--- src/conv_ctrl_pkg.sv ---
// Purpose: Shared constants for the converter control block
// Assumes: AXI4-Lite register access, 32-bit data, one word per register
// Notes: Offsets are byte addresses chosen for this block
package conv_ctrl_pkg;
  // Register byte offsets
  localparam logic [7:0] off_input_select = 8'h00;
  localparam logic [7:0] off_control_status = 8'h04;
  localparam logic [7:0] off_trigger_config = 8'h08;
  localparam logic [7:0] off_result_low = 8'h0c;
  localparam logic [7:0] off_result_high = 8'h10;
  // Input select fields
  localparam int pos_reference_select = 6;
  localparam int pos_left_align = 5;
  localparam int pos_unused_bit = 4;
  localparam int pos_channel = 0;
  // Control status fields
  localparam int pos_enable = 7;
  localparam int pos_start = 6;
  localparam int pos_auto_trigger = 5;
  localparam int pos_done_flag = 4;
  localparam int pos_irq_enable = 3;
  localparam int pos_divider = 0;
  // Reset values
  localparam logic [7:0] reset_input_select = 8'h00;
  localparam logic [7:0] reset_control_status = 8'h00;
  localparam logic [2:0] reset_trigger_source = 3'h0;
  // Conversion lengths in converter clock cycles
  localparam logic [4:0] first_conv_cycles = 5'h19;
  localparam logic [4:0] normal_conv_cycles = 5'h0d;
  // Free running trigger code
  localparam logic [2:0] trig_free_running = 3'h0;
  // AXI responses
  localparam logic [1:0] resp_okay = 2'h0;
  localparam logic [1:0] resp_slverr = 2'h2;
endpackage : conv_ctrl_pkg

--- src/conv_ctrl.sv ---
// Purpose: Control logic of a 10-bit successive-approximation converter
// Assumes: Registers reached over AXI4-Lite; the analog core delivers a result code
// Notes: Sampled code stands in for Vin*1024/Vref; all outputs are registered
// Notes on behaviour
// - Result is Vin*1024/Vref, 000 to 3ff
// - Result held in result pair after done
// - Two-bit field selects the reference source
// - Reference/channel changes wait until conversion ends
// - Alignment bit changes presentation immediately
// - Unused select bit four always reads zero
// - Four-bit field routes input channel
// - Enable on/off; clearing aborts running conversion
// - Start launches one, or first free-running
// - First conversion 25 cycles, later 13
// - Start reads one while busy; zero ignored
// - Auto trigger starts on selected rising edge
// - Done flag set at each conversion end
// - Interrupt needs flag, enable and global enable
// - Flag cleared by vector taken or write-one
// - Divider field: 2,2,4..128 system clocks
// - Free-running source never makes trigger event
// - Low byte read locks result until high read
// - Free running restarts while start stays high
//
// The AXI4-Lite register port and the register offsets were left to the implementer.
`timescale 1ns/1ps
module conv_ctrl (
  input wire logic aclk, // System clock, 40 MHz
  input wire logic aresetn, // Synchronous reset, active low
  input wire logic clk_en, // Freezes all state while low
  input wire logic [7:0] s_axi_awaddr, // Write address
  input wire logic s_axi_awvalid, // Write address valid
  output logic s_axi_awready, // Write address ready
  input wire logic [31:0] s_axi_wdata, // Write data
  input wire logic [3:0] s_axi_wstrb, // Write strobes
  input wire logic s_axi_wvalid, // Write data valid
  output logic s_axi_wready, // Write data ready
  output logic [1:0] s_axi_bresp, // Write response
  output logic s_axi_bvalid, // Write response valid
  input wire logic s_axi_bready, // Write response ready
  input wire logic [7:0] s_axi_araddr, // Read address
  input wire logic s_axi_arvalid, // Read address valid
  output logic s_axi_arready, // Read address ready
  output logic [31:0] s_axi_rdata, // Read data
  output logic [1:0] s_axi_rresp, // Read response
  output logic s_axi_rvalid, // Read data valid
  input wire logic s_axi_rready, // Read data ready
  input wire logic [9:0] sample_code, // Analog core code for applied input
  input wire logic [7:0] trigger_lines, // Trigger flags, index by source code
  input wire logic global_irq_enable, // Global interrupt enable of the CPU
  input wire logic irq_taken, // Pulse: done vector is being taken
  output logic irq, // Conversion done interrupt request
  output logic [1:0] reference_select, // Applied reference
  output logic [3:0] input_channel_select, // Applied input channel
  output logic converter_on, // Analog core powered
  output logic sample_hold // High while a conversion runs
);

  // Divider length in system clocks for a field code
  // Codes zero and one both give two; above that each code doubles it
  function automatic logic [7:0] div_len(input logic [2:0] code);
    logic [7:0] v;
    v = 8'h01;
    if (code > 3'h1) begin
      v = 8'(8'h01 << code);
    end else begin
      v = 8'h02;
    end
    return v;
  endfunction : div_len

  // Aligned 16-bit result pair
  // Bits outside the ten result bits read zero in both alignments
  function automatic logic [15:0] align(input logic [9:0] r, input logic left);
    logic [15:0] v;
    v = left ? {r, 6'h00} : {6'h00, r};
    return v;
  endfunction : align

  // Idle lets the select register through; conv holds the applied copy
  typedef enum logic [1:0] {st_idle, st_conv} conv_state_t;

  // Whole block state; one process fills the copy, one registers it
  // Readies are kept as flops so every port leaves a register
  typedef struct packed {
    logic awready; // Write address ready, registered
    logic wready; // Write data ready, registered
    logic arready; // Read address ready, registered
    logic awdone; // Write address captured
    logic wdone; // Write data captured
    logic [7:0] awaddr; // Captured write address
    logic [31:0] wdata; // Captured write data
    logic [3:0] wstrb; // Captured strobes
    logic bvalid;
    logic [1:0] bresp;
    logic rvalid;
    logic [31:0] rdata;
    logic [1:0] rresp;
    logic [7:0] sel; // Software copy of input select
    logic [1:0] ref_live; // Applied reference
    logic [3:0] ch_live; // Applied channel
    logic enable;
    logic start;
    logic auto_trig;
    logic done;
    logic irq_en;
    logic [2:0] divider;
    logic [2:0] trig_src;
    logic trig_prev; // Previous trigger level for edge detect
    logic first_pending; // Next conversion is the long first one
    conv_state_t state;
    logic [7:0] pre_cnt; // Prescaler count in system clocks
    logic [4:0] cyc_cnt; // Converter clock cycles done
    logic [4:0] cyc_len; // Length of running conversion
    logic [9:0] result;
    logic locked; // Low byte read, high not yet
    logic irq;
  } state_t;

  state_t cur, nxt;
  logic trig_now;
  logic [15:0] pair;

  // Selected trigger level and presented result
  assign trig_now = trigger_lines[cur.trig_src];
  assign pair = align(cur.result, cur.sel[conv_ctrl_pkg::pos_left_align]);

  // Next-state logic: bus slave, conversion sequencer and flags
  always_comb begin
    logic wr_fire;
    logic start_req;
    logic conv_end;
    logic [7:0] wb;
    wr_fire = 1'b0;
    start_req = 1'b0;
    conv_end = 1'b0;
    wb = 8'h00;
    nxt = cur;

    // Write address and data taken independently
    if (s_axi_awvalid && !cur.awdone) begin
      nxt.awdone = 1'b1;
      nxt.awaddr = s_axi_awaddr;
    end
    if (s_axi_wvalid && !cur.wdone) begin
      nxt.wdone = 1'b1;
      nxt.wdata = s_axi_wdata;
      nxt.wstrb = s_axi_wstrb;
    end
    // A held response blocks the next write, so one write at most is in flight
    if (cur.bvalid && s_axi_bready) begin
      nxt.bvalid = 1'b0;
    end
    if (cur.awdone && cur.wdone && !cur.bvalid) begin
      wr_fire = cur.wstrb[0];
      wb = cur.wdata[7:0];
      nxt.awdone = 1'b0;
      nxt.wdone = 1'b0;
      nxt.bvalid = 1'b1;
      nxt.bresp = conv_ctrl_pkg::resp_okay;
      case (cur.awaddr)
        conv_ctrl_pkg::off_input_select: begin
          if (wr_fire) begin
            nxt.sel = wb;
            nxt.sel[conv_ctrl_pkg::pos_unused_bit] = 1'b0;
          end
        end
        conv_ctrl_pkg::off_control_status: begin
          if (wr_fire) begin
            // Whole-value writes only: writing a set flag back as one clears it
            nxt.enable = wb[conv_ctrl_pkg::pos_enable];
            nxt.auto_trig = wb[conv_ctrl_pkg::pos_auto_trigger];
            nxt.irq_en = wb[conv_ctrl_pkg::pos_irq_enable];
            nxt.divider = wb[conv_ctrl_pkg::pos_divider +: 3];
            if (!cur.enable && wb[conv_ctrl_pkg::pos_enable]) begin
              nxt.first_pending = 1'b1;
            end
            // Writing one with enable set starts; zero has no effect
            if (wb[conv_ctrl_pkg::pos_start] && wb[conv_ctrl_pkg::pos_enable]) begin
              start_req = 1'b1;
            end
          end
        end
        conv_ctrl_pkg::off_trigger_config: begin
          if (wr_fire) begin
            nxt.trig_src = wb[2:0];
          end
        end
        conv_ctrl_pkg::off_result_low, conv_ctrl_pkg::off_result_high: begin
          nxt.bresp = conv_ctrl_pkg::resp_okay; // Read-only: write ignored
        end
        default: begin
          nxt.bresp = conv_ctrl_pkg::resp_slverr; // Unmapped
        end
      endcase
    end

    // Read channel; answers one cycle after address taken
    if (cur.rvalid && s_axi_rready) begin
      nxt.rvalid = 1'b0;
    end
    if (s_axi_arvalid && !cur.rvalid) begin
      nxt.rvalid = 1'b1;
      nxt.rresp = conv_ctrl_pkg::resp_okay;
      // Cleared first so upper bytes and refused reads return zero
      nxt.rdata = 32'h0000_0000;
      case (s_axi_araddr)
        conv_ctrl_pkg::off_input_select: begin
          nxt.rdata[7:0] = cur.sel;
        end
        conv_ctrl_pkg::off_control_status: begin
          nxt.rdata[7:0] = {cur.enable, cur.start, cur.auto_trig, cur.done, cur.irq_en, cur.divider};
        end
        conv_ctrl_pkg::off_trigger_config: begin
          nxt.rdata[2:0] = cur.trig_src;
        end
        conv_ctrl_pkg::off_result_low: begin
          // Low byte read freezes the result until the high byte is read
          nxt.rdata[7:0] = pair[7:0];
          nxt.locked = 1'b1;
        end
        conv_ctrl_pkg::off_result_high: begin
          nxt.rdata[7:0] = pair[15:8];
          nxt.locked = 1'b0;
        end
        default: begin
          nxt.rresp = conv_ctrl_pkg::resp_slverr;
        end
      endcase
    end

    // Auto trigger on rising edge of selected source; free running gives none
    // Switching from a low source to one that is already high counts as an edge
    nxt.trig_prev = trig_now;
    if (cur.enable && cur.auto_trig && cur.trig_src != conv_ctrl_pkg::trig_free_running
        && trig_now && !cur.trig_prev) begin
      start_req = 1'b1;
    end

    // Sequencer: count converter clock cycles through the prescaler
    // The prescaler restarts with each conversion so its length is exact
    case (cur.state)
      st_idle: begin
        nxt.ref_live = cur.sel[conv_ctrl_pkg::pos_reference_select +: 2];
        nxt.ch_live = cur.sel[conv_ctrl_pkg::pos_channel +: 4];
        if (start_req) begin
          nxt.state = st_conv;
          nxt.start = 1'b1;
          nxt.pre_cnt = 8'h00;
          nxt.cyc_cnt = 5'h00;
          nxt.cyc_len = (nxt.first_pending) ? conv_ctrl_pkg::first_conv_cycles
                                            : conv_ctrl_pkg::normal_conv_cycles;
          nxt.first_pending = 1'b0;
        end
      end
      st_conv: begin
        // Channel and reference stay frozen until the last cycle
        if (cur.pre_cnt == div_len(cur.divider) - 8'h01) begin
          nxt.pre_cnt = 8'h00;
          nxt.cyc_cnt = cur.cyc_cnt + 5'h01;
          if (cur.cyc_cnt == cur.cyc_len - 5'h01) begin
            conv_end = 1'b1;
          end
        end else begin
          nxt.pre_cnt = cur.pre_cnt + 8'h01;
        end
        if (conv_end) begin
          // A locked pair keeps the old result, but the flag still sets
          if (!cur.locked) begin
            nxt.result = sample_code;
          end
          nxt.done = 1'b1;
          nxt.ref_live = cur.sel[conv_ctrl_pkg::pos_reference_select +: 2];
          nxt.ch_live = cur.sel[conv_ctrl_pkg::pos_channel +: 4];
          if (cur.auto_trig && cur.trig_src == conv_ctrl_pkg::trig_free_running) begin
            nxt.cyc_cnt = 5'h00;
            nxt.cyc_len = conv_ctrl_pkg::normal_conv_cycles;
          end else begin
            nxt.state = st_idle;
            nxt.start = 1'b0;
          end
        end
      end
      default: begin
        nxt.state = st_idle;
      end
    endcase

    // Disable aborts any conversion
    // An abort leaves the flag and the old result untouched
    if (!nxt.enable) begin
      nxt.state = st_idle;
      nxt.start = 1'b0;
    end

    // Done flag: write-one or vector clears, a same-cycle set wins
    if ((wr_fire && cur.awaddr == conv_ctrl_pkg::off_control_status && wb[conv_ctrl_pkg::pos_done_flag])
        || irq_taken) begin
      nxt.done = conv_end;
    end

    // The request registers in the same cycle as the flag and never leads the enables
    nxt.irq = nxt.done && nxt.irq_en && global_irq_enable;

    // Readies are the registered inverse of the holding flags
    nxt.awready = !nxt.awdone;
    nxt.wready = !nxt.wdone;
    nxt.arready = !nxt.rvalid;
  end

  // State register with synchronous reset and clock enable
  // Enable low holds every bit, bus handshakes included
  // Limitation: the master must not run the bus while the enable is low
  always_ff @(posedge aclk) begin
    if (!aresetn) begin
      cur <= '0;
      cur.state <= st_idle;
      cur.awready <= 1'b1;
      cur.wready <= 1'b1;
      cur.arready <= 1'b1;
      cur.sel <= conv_ctrl_pkg::reset_input_select;
      cur.trig_src <= conv_ctrl_pkg::reset_trigger_source;
    end else if (clk_en) begin
      cur <= nxt;
    end
  end

  // Outputs straight from state flip-flops
  assign s_axi_awready = cur.awready;
  assign s_axi_wready = cur.wready;
  assign s_axi_bvalid = cur.bvalid;
  assign s_axi_bresp = cur.bresp;
  assign s_axi_arready = cur.arready;
  assign s_axi_rvalid = cur.rvalid;
  assign s_axi_rdata = cur.rdata;
  assign s_axi_rresp = cur.rresp;
  assign irq = cur.irq;
  assign reference_select = cur.ref_live;
  assign input_channel_select = cur.ch_live;
  assign converter_on = cur.enable;
  assign sample_hold = cur.start;

endmodule : conv_ctrl

--- config.mk ---
export PLATFORM = sky130hd
export DESIGN_NAME = conv_ctrl
export DESIGN_NICKNAME = d
export VERILOG_FILES = /design/src/conv_ctrl_pkg.sv /design/src/conv_ctrl.sv
export SDC_FILE = /design/constraint.sdc
export NUM_CORES = 1
export LEC_CHECK = 0
export ABC_AREA = 1
export BUFFER_PORTS_ARGS = -buffer_cell sky130_fd_sc_hd__buf_2
export CORE_MARGIN = 4
export CORE_UTILIZATION = 30
export DETAILED_ROUTE_END_ITERATION = 12
export GPL_TIMING_DRIVEN = 0
export PLACE_DENSITY = 0.52
export SKIP_LAST_GASP = 1
export SLEW_MARGIN = 20
export SYNTH_ARGS = -nofsm -noshare
export SYNTH_HDL_FRONTEND = slang
export SYNTH_SLANG_ARGS = --single-unit
--- constraint.sdc ---
create_clock -name aclk -period 2.5 [get_ports aclk]
set_input_delay 0.375 -clock aclk [delete_from_list [all_inputs] [get_ports aclk]]
set_output_delay 0.375 -clock aclk [all_outputs]
set_load 0.05 [all_outputs]
==> results.cfg, run 1 <==
[clock_network]
cts_root_buf = clkbuf_16
hold_buffers = 0
clock_latency_ns = 0.35
cts_made_buffers = 9
htree_num_levels = 3
clock_path_buffers = 2
cts_sinks = 89
cts_tree = done
cts.reportedPaths.clkPinSlew_ns = 0.07

[setup_path]
path_buf_inv = 3
crit_path_end_kind = register
crit_fanout = 10
cpPeakStageDelay_ns = 0.36
critPathTopFamily = simple AND/OR/NAND/NOR gates
worst-setup-path-type = register to register
cp-start-kind = register
arrival_ns = 2.47
worstPathRequired_ns = 2.73
slowest_stage = dfxtp_2
path_common_cell = nand3_1
path_cells = inv_2 -> nand3_1 -> ha_1 -> inv_1 -> nand2_1 -> nand3_1 -> nor2_2 -> nand3_2 -> nor2_4 -> nand4_1 -> buf_2 -> o21ai_1 -> a21oi_1

[route]
via_per_inst = 4.53
drt_iter0_drc = 180
wl_met1_mm = 6.14
ant_nets = 0
drt_pre_antenna_iters = 4
wire_per_inst_um = 13.3
routed-wl-met3_um = 637
route.met2.wl_mm = 6.01
top_layer_used = met4
drt_wl_total_mm = 13.0
drc_errors = 0
vias = 4415

[sta]
relSlewSlack_pct = 45.0
finalCritPeriodShare_pct = 89.8
tightest_slew_ns = 0.819
fin_setup_tns_ns = 0
setup-violations-final = 0
finalCriticalPeriod_ns = 2.25
grt_setup_unrepaired = false
hold_violations = 0
whs_ns = 0.243
skew_ns = 0.0106
final-max-slew-violation-count = 0
timing.fmax_mhz = 445

[synthesis]
synth_seq_cells = 89
synth_edf_count = 0
synth_cell_types = 39
syn_inst = 668
synth_top_cells_by_area = dfxtp_1, nand2_1, buf_4
synth_area_per_cell_um2 = 6.91
synthFlopType = dfxtp_1
synth_top_area_share_pct = 38.6
yosys_warnings = 0
yosysMostFrequentCell = nand2_1
synth-async-reset-ratio_pct = 0
synth_common_cells = nand2_1, dfxtp_1, nor2_1
seq_area_frac_synth_pct = 38.6
yosys.area.top_type = dfxtp_1
netlist_area_mm2 = 0.00461

[grt]
antenna_found_initial = 0
grt.overflow.total = 0
grt_usage_pct = 14.9
first_global_vias = 4124
grt_pass1_wl_mm = 20.9
grt_max_degree = 16

[layout]
antenna_cells = 0
instances_no_fill = 975
finalNetCount = 868
finalInstanceArea_mm2 = 0.00566
area_growth_pct = 22.8
drive_above_1_share_pct = 20.1

[job]
drv_cap = 0

[floorplanning]
dieWidth_um = 132
core_area_mm2 = 0.0151
core.rowCount = 45
ios = 130
start_util_pct = 30.5
dieArea_mm2 = 0.0174
fp.dieH_um = 132

[outcome]
status = completed

[placement]
place.gp.congestion = 0.839
dp_cells = 956
dp_hpwl_mm = 10.1
port-buffer-count = 75
placed_cell_area_mm2 = 0.00532

[power]
peakVddDrop_v = 0.000312
p_leak_nw = 2.50
power_density_mw_per_mm2 = 593
total_power_mw = 3.36

[hold_path]
hold_path_class = input port to register
==> cells in the final DEF, fill, tap and decap left out, types with 2 or more instances in the layout <==
master     instances
nand2_2            2
bufinv_16          2
dfxtp_2            3
clkbuf_16          9
dfxtp_1           86
buf_4             45
clkinv_1           2
nor3_1            16
inv_1             78
buf_2             80
o21ai_1           17
clkinv_2           2
inv_2              4
nand2_1          112
o2111ai_1          2
a211oi_1          13
o211ai_1           5
nand3_2            3
ha_1               6
nor2_1            84
clkinv_4           2
o22ai_1            4
xnor2_1            2
o21ai_0           48
nand3_1           38
conb_1            26
nand4_1            7
a21oi_1           56
xor2_1             4
clkbuf_1          14
==> sequential cells by signal, indices dropped and copies added (netlist names) <==
signal                count
cur                      65
s_axi_rdata               8
input_channel_select      4
reference_select          2
converter_on              1
irq                       1
s_axi_arready             1
s_axi_awready             1
s_axi_bresp               1
s_axi_bvalid              1
s_axi_rresp               1
s_axi_rvalid              1
s_axi_wready              1
sample_hold               1
==> cells by family (layout without fill, tap and decap cells) <==
group	Yosys count	in the layout	share of synthesized area (%)
AO/OA/AOI/OAI	150	150	18.1
XOR/XNOR	6	6	1.14
adder cells (fa/ha/maj)	6	6	1.63
buffers and inverters	146	240	15.4
flip-flops	89	89	38.6
other	1	26	0.0813
AND/OR/NAND/NOR	270	270	25.0
==> worst reg2reg max path, stage by stage, from the launching register on <==
cell,delay (ns)
dfxtp_2,0.36
inv_2,0.09
nand3_1,0.12
ha_1,0.33
inv_1,0.04
nand2_1,0.05
nand3_1,0.07
nor2_2,0.13
nand3_2,0.10
nor2_4,0.18
nand4_1,0.20
buf_2,0.26
o21ai_1,0.15
a21oi_1,0.05
==> final timing paths <==
kind / startpoint / end / slack (ns) / cells after the start
max: cur[39] / cur[7] / 0.25 / 13
min: s_axi_awaddr[0] / cur[133] / 0.24 / 3
min reg2reg: cur[105] / cur[105] / 0.46 / 2
max reg2reg: cur[39] / cur[7] / 0.25 / 13
==> report_power, final <==
group / switching (mW) / internal (mW)
Clock: 0.597 / 0.876
Combinational: 0.286 / 0.123
Sequential: 0.0207 / 1.45
==> layout make-up <==
cell class	count	area (um^2)
clock inverter	7	95.1
fill	1675	9480
sequential	89	1790
multi-input combinational	458	2210
buffer	62	397
tap	188	235
inverter	84	315
timing repair buffer	78	398
clock buffer	9	225
==> routing by layer <==
metal / global-route usage [%] / up-vias
met5: 0 / -
met4: 4.96 / 0
met3: 2.94 / 15
met2: 24.3 / 107
met1: 19.8 / 1934
li1: - / 2359
==> per-stage QoR <==
stage | util, % | worst slack [ns]
global route | 37.4 | 0.0335
floorplan | - | 0.519
detailed placement | 35.1 | 0.0843
global placement | 35.1 | 0.0930
finish | 37.4 | 0.254
CTS | 37.2 | 0.0600
==> repair_timing <==
item                                    4_1_cts  5_1_grt
buffers inserted                              0        3
resized for setup                             0        4
endpoints found under the setup margin        0       22
Power figures use the tool's default switching activity.
==> run 2, diff against run 1 <==
CORE_UTILIZATION = 25   (was 30)
PLACE_DENSITY = 0.45   (was 0.52)
RECOVER_POWER = 25   (was unset)
==> run 2 against run 1 <==
Global-route usage down 1.5 points. Power is 4.7% lower. Non-clock buffer count is 1 higher. Highest routed layer unchanged.
==> results.cfg, run 2 (same netlist as run 1, synthesis figures left out) <==
[floorplanning]
dieWidth_um = 144
fp.dieH_um = 144
dieArea_mm2 = 0.0207
ios = 130
core_area_mm2 = 0.0181
start_util_pct = 25.5
core.rowCount = 49

[setup_path]
r2r-start = cur[38]
arrival_ns = 2.53
r2r_end = input_channel_select[1]
path_cells = inv_1 -> nand2_2 -> ha_1 -> nand2_1 -> nand3_1 -> nor2_2 -> nand3_2 -> nor2_4 -> nand2_2 -> a21oi_4 -> inv_2 -> nor2_1 -> nor2_1
slowest_stage = dfxtp_1
critPathTopFamily = simple AND/OR/NAND/NOR gates
worstPathRequired_ns = 2.74
cpPeakStageDelay_ns = 0.44
crit_fanout = 7
worst-setup-path-type = register to register
path_buf_inv = 2
crit_path_end_kind = register
rr_worst_depth = 13
cp-start-kind = register
r2r_setup_slack_ns = 0.21

[hold_path]
min_to = cur[135]
min_from = s_axi_awaddr[2]
hold_path_class = input port to register
whs_path_depth = 3

[sta]
grt_setup_unrepaired = true
relSlewSlack_pct = 38.9
setup_ws_ns = 0.208
setup-violations-final = 0
final-max-slew-violation-count = 0
skew_ns = 0.00900
finalCriticalPeriod_ns = 2.29
finalCritPeriodShare_pct = 91.7
hold_violations = 0
tightest_slew_ns = 0.909
timing.fmax_mhz = 436
fin_setup_tns_ns = 0

[clock_network]
htree_num_levels = 3
cts_tree = done
clock_path_buffers = 2
cts_root_buf = clkbuf_16
clock_latency_ns = 0.34
cts.reportedPaths.clkPinSlew_ns = 0.07
cts_made_buffers = 9
cts_sinks = 89

[layout]
drive_above_1_share_pct = 18.5
regMostFlops = cur
antenna_cells = 0
fillCellCount = 2000
mostFrequentLayoutCells = nand2_1, dfxtp_1, nor2_1
area_growth_pct = 23.1
finalInstanceArea_mm2 = 0.00568
final_common_cell = nand2_1
largest_reg_flops = 65
finalNetCount = 869

[grt]
grt.overflow.total = 0
first_global_vias = 4127
grt_max_degree = 15
grt_pass1_wl_mm = 21.6
antenna_found_initial = 0
grt_usage_pct = 13.4

[placement]
place.gp.congestion = 0.800
pre_cts_ws_ns = 0.0382
port-buffer-count = 75
dp_hpwl_mm = 10.8
placed_cell_area_mm2 = 0.00537

[route]
vias = 4345
drc_errors = 0
wire_per_inst_um = 13.6
drt_pre_antenna_iters = 5
ant_nets = 0
via_per_inst = 4.27
drt_wl_total_mm = 13.8
drt_iter0_drc = 199

[outcome]
status = completed

[job]
drv_cap = 0

[power]
total_power_mw = 3.20
p_leak_nw = 2.45
peakVddDrop_v = 0.000276
power_density_mw_per_mm2 = 563
==> run 2: cell types whose count changed in the layout (fill, tap and decap cells not counted), sizes merged <==
| cell | change |
|---|---|
| bufinv | -2 |
| clkbuf | +13 |
| buf | -8 |
| clkinv | -4 |
| clkinvlp | +1 |
| inv | +1 |
==> run 2: worst min-delay path: stages <==
cell    delay [ns]
buf_2         0.07
nor2_1        0.03
nor2_1        0.08
==> run 2: cell type report <==
cell class              instances  area (um^2)  share of cell area, %
inverters                      84          315                   5.55
multi-input cells             458         2220                   39.1
repair buffers                 79          394                   6.94
flip-flops and latches         89         1780                   31.4
clock inverters                 3         23.8                  0.419
clock buffers                  13          260                   4.58
well taps                     229          287                   5.05
plain buffers                  62          397                   6.98
==> run 2: timing repair <==
action	in CTS	in global routing
endpoints found under the setup margin	0	23
buffers inserted	0	4
resized for setup	0	3
hold buffers	0	0
==> run 2: worst max path at each step <==
stage	from	end	slack (ns)	cells past startpoint
2_1_floorplan	cur[39]	input_channel_select[0]	0.52	14
6_report	cur[38]	input_channel_select[1]	0.21	13
5_1_grt	cur[37]	input_channel_select[0]	-0.02	14
4_1_cts	cur[39]	input_channel_select[1]	0.01	14
3_3_place_gp	cur[39]	reference_select[1]	0.05	14
3_5_place_dp	cur[39]	input_channel_select[1]	0.04	14
==> run 2: routing by layer <==
metal / global-route usage (%) / wire, um / vias to the layer above
met4: 4.46 / 199 / 0
met3: 2.16 / 625 / 12
met2: 20.6 / 5940 / 99
li1: - / - / 2353
met5: 0 / 0 / -
met1: 19.2 / 7030 / 1881
==> run 2: through the flow <==
step	util [%]	hold WS, ns	cells
2_1_floorplan	-	0.425	693
3_3_place_gp	29.7	0.452	997
3_5_place_dp	29.7	0.451	997
4_1_cts	31.3	0.235	1013
5_1_grt	31.4	0.259	1017
6_report	31.4	0.250	1017
==> run 2: power breakdown <==
part / leakage (nW) / internal [mW] / switching (mW)
clock network: 0.132 / 0.733 / 0.577
logic: 1.60 / 0.121 / 0.292
registers: 0.723 / 1.46 / 0.0200
==> run 3, diff against run 2 <==
CORE_ASPECT_RATIO = 1.5   (was unset)
==> run 3 against run 2 <==
Fmax increased by 3.1%. Combinational power decreased by 1%. Non-clock buffer count decreased by 2. Final area decreased by 0.26%. Hold slack better by 0.0037 ns. Sequential share of layout area is 0.15 points higher. Clock-buffer cell count fell by 3. Clock skew fell by 0.0023 ns. Register-to-register slack better by 0.07 ns. Core utilization is essentially flat. Clock power is 5% higher. Largest cell class unchanged.
==> results.cfg, run 3 (same netlist as run 1, synthesis figures left out) <==
[clock_network]
cts_made_buffers = 9
htree_num_levels = 3
cts_sinks = 89
hold_buffers = 0
clock_latency_ns = 0.34
cts_root_buf = clkbuf_16
cts_tree = done
cts.reportedPaths.clkPinSlew_ns = 0.07
clock_path_buffers = 2

[sta]
skew_ns = 0.00665
timing.fmax_mhz = 450
relSlewSlack_pct = 39.5
setup_ws_ns = 0.277
setup-violations-final = 0
fin_setup_tns_ns = 0
whs_ns = 0.254
final-max-slew-violation-count = 0
grt_setup_unrepaired = false
tightest_slew_ns = 0.900
finalCritPeriodShare_pct = 88.9
hold_violations = 0
finalCriticalPeriod_ns = 2.22

[outcome]
status = completed

[setup_path]
r2r_setup_slack_ns = 0.28
cp-start-kind = register
crit_path_end_kind = register
r2r_end = cur[21]
critical_path_depth = 16
worstPathRequired_ns = 2.73
crit_fanout = 7
rr_worst_depth = 16
path_common_cell = nand2_1
path_cells = inv_1 -> nand2_2 -> ha_2 -> inv_1 -> nand3_1 -> nand2_1 -> nand2_1 -> nand2_1 -> nand3_2 -> nor2_4 -> buf_4 -> nand2_1 -> nor3_1 -> nand2_1 -> nand2_1 -> nor2_1
cpPeakStageDelay_ns = 0.36
critPathTopFamily = simple AND/OR/NAND/NOR gates
r2r-start = cur[38]
path_buf_inv = 3
slowest_stage = dfxtp_2
worst-setup-path-type = register to register
arrival_ns = 2.46

[route]
vias = 4403
via_per_inst = 4.39
wire_per_inst_um = 14.2
drt_iter0_drc = 161
drt_wl_total_mm = 14.2
drt_pre_antenna_iters = 4
ant_nets = 0
drc_errors = 0

[floorplanning]
core_area_mm2 = 0.0180
core.rowCount = 60
ios = 130
dieArea_mm2 = 0.0207
fp.dieH_um = 174
dieWidth_um = 119
start_util_pct = 25.6

[hold_path]
hold_path_class = input port to register
min_to = cur[135]
min_from = s_axi_awaddr[2]
whs_path_depth = 3

[grt]
grt_pass1_wl_mm = 23.3
grt_usage_pct = 14.1
first_global_vias = 4506
antenna_found_initial = 0
grt_max_degree = 16
grt.overflow.total = 0

[power]
switching_share_pct = 27.8
p_switching_mw = 0.908
p_clk_share_pct = 42.3
peakVddDrop_v = 0.000264
p_comb_share_pct = 12.5
p_leak_nw = 2.41
power_density_mw_per_mm2 = 576
internal_power_mw = 2.35
p_seq_share_pct = 45.2

[placement]
dp_hpwl_mm = 11.3
port-buffer-count = 75
pre_cts_ws_ns = 0.0106
place.gp.congestion = 0.808

[layout]
finalNetCount = 867
antenna_cells = 0
regMostFlops = cur
drive_above_1_share_pct = 17.6
mostFrequentLayoutCells = nand2_1, dfxtp_1, nor2_1
final_common_cell = nand2_1
largest_reg_flops = 65
area_growth_pct = 22.8

[job]
drv_cap = 0
## run 3: cell type report
cell class                      count  area, um^2
Buffer                             62         395
Clock buffer                       10         229
Clock inverter                      6        67.6
Fill cell                        2008       12400
Inverter                           84         315
Multi-Input combinational cell    458        2230
Sequential cell                    89        1790
Tap cell                          217         272
Timing Repair Buffer               77         367
## run 3: worst max-delay path by stage
stage	to	slack (ns)	start
global placement	s_axi_rdata[6]	0.03	s_axi_araddr[3]
detailed placement	s_axi_rdata[6]	0.01	s_axi_araddr[3]
global route	reference_select[0]	0.008	cur[38]
finish	cur[21]	0.28	cur[38]
CTS	input_channel_select[3]	0.05	cur[39]
floorplan	input_channel_select[0]	0.52	cur[39]
## run 3: layer usage
layer / vias up / wire length, um / GRT usage (%) / share of wire, %
li1: 2353 / - / - / -
met4: 0 / 348 / 5.22 / 2.4
met1: 1928 / 5930 / 16.3 / 42
met2: 104 / 7380 / 25.9 / 52
met3: 18 / 584 / 2.44 / 4.1
met5: - / 0 / 0 / 0
## run 3: what timing repair did
item / 4_1_cts / 5_1_grt
resized for setup: 0 / 7
endpoints found under the setup margin: 0 / 25
endpoints found under the hold margin: 0 / 0
buffers inserted: 0 / 2
## run 3: worst min-delay path, stage by stage
cell and delay [ns]:
buf_2 0.07, nor2_1 0.03, nor2_1 0.08
## run 3: stage by stage
step	total power [mW]	instances	util [%]	area, um^2
floorplan	1.81	693	-	4710
global placement	1.92	985	29.7	5350
detailed placement	1.92	985	29.7	5350
CTS	3.31	1001	31.4	5650
global route	3.41	1003	31.4	5660
finish	3.26	1003	31.4	5660
## run 3: power groups by stage
stage | combinational [mW] | clock (mW) | sequential, mW
floorplan | 0.288 | 0 | 1.52
global placement | 0.413 | 0 | 1.51
detailed placement | 0.413 | 0 | 1.51
CTS | 0.415 | 1.42 | 1.47
global route | 0.452 | 1.48 | 1.48
finish | 0.407 | 1.38 | 1.47
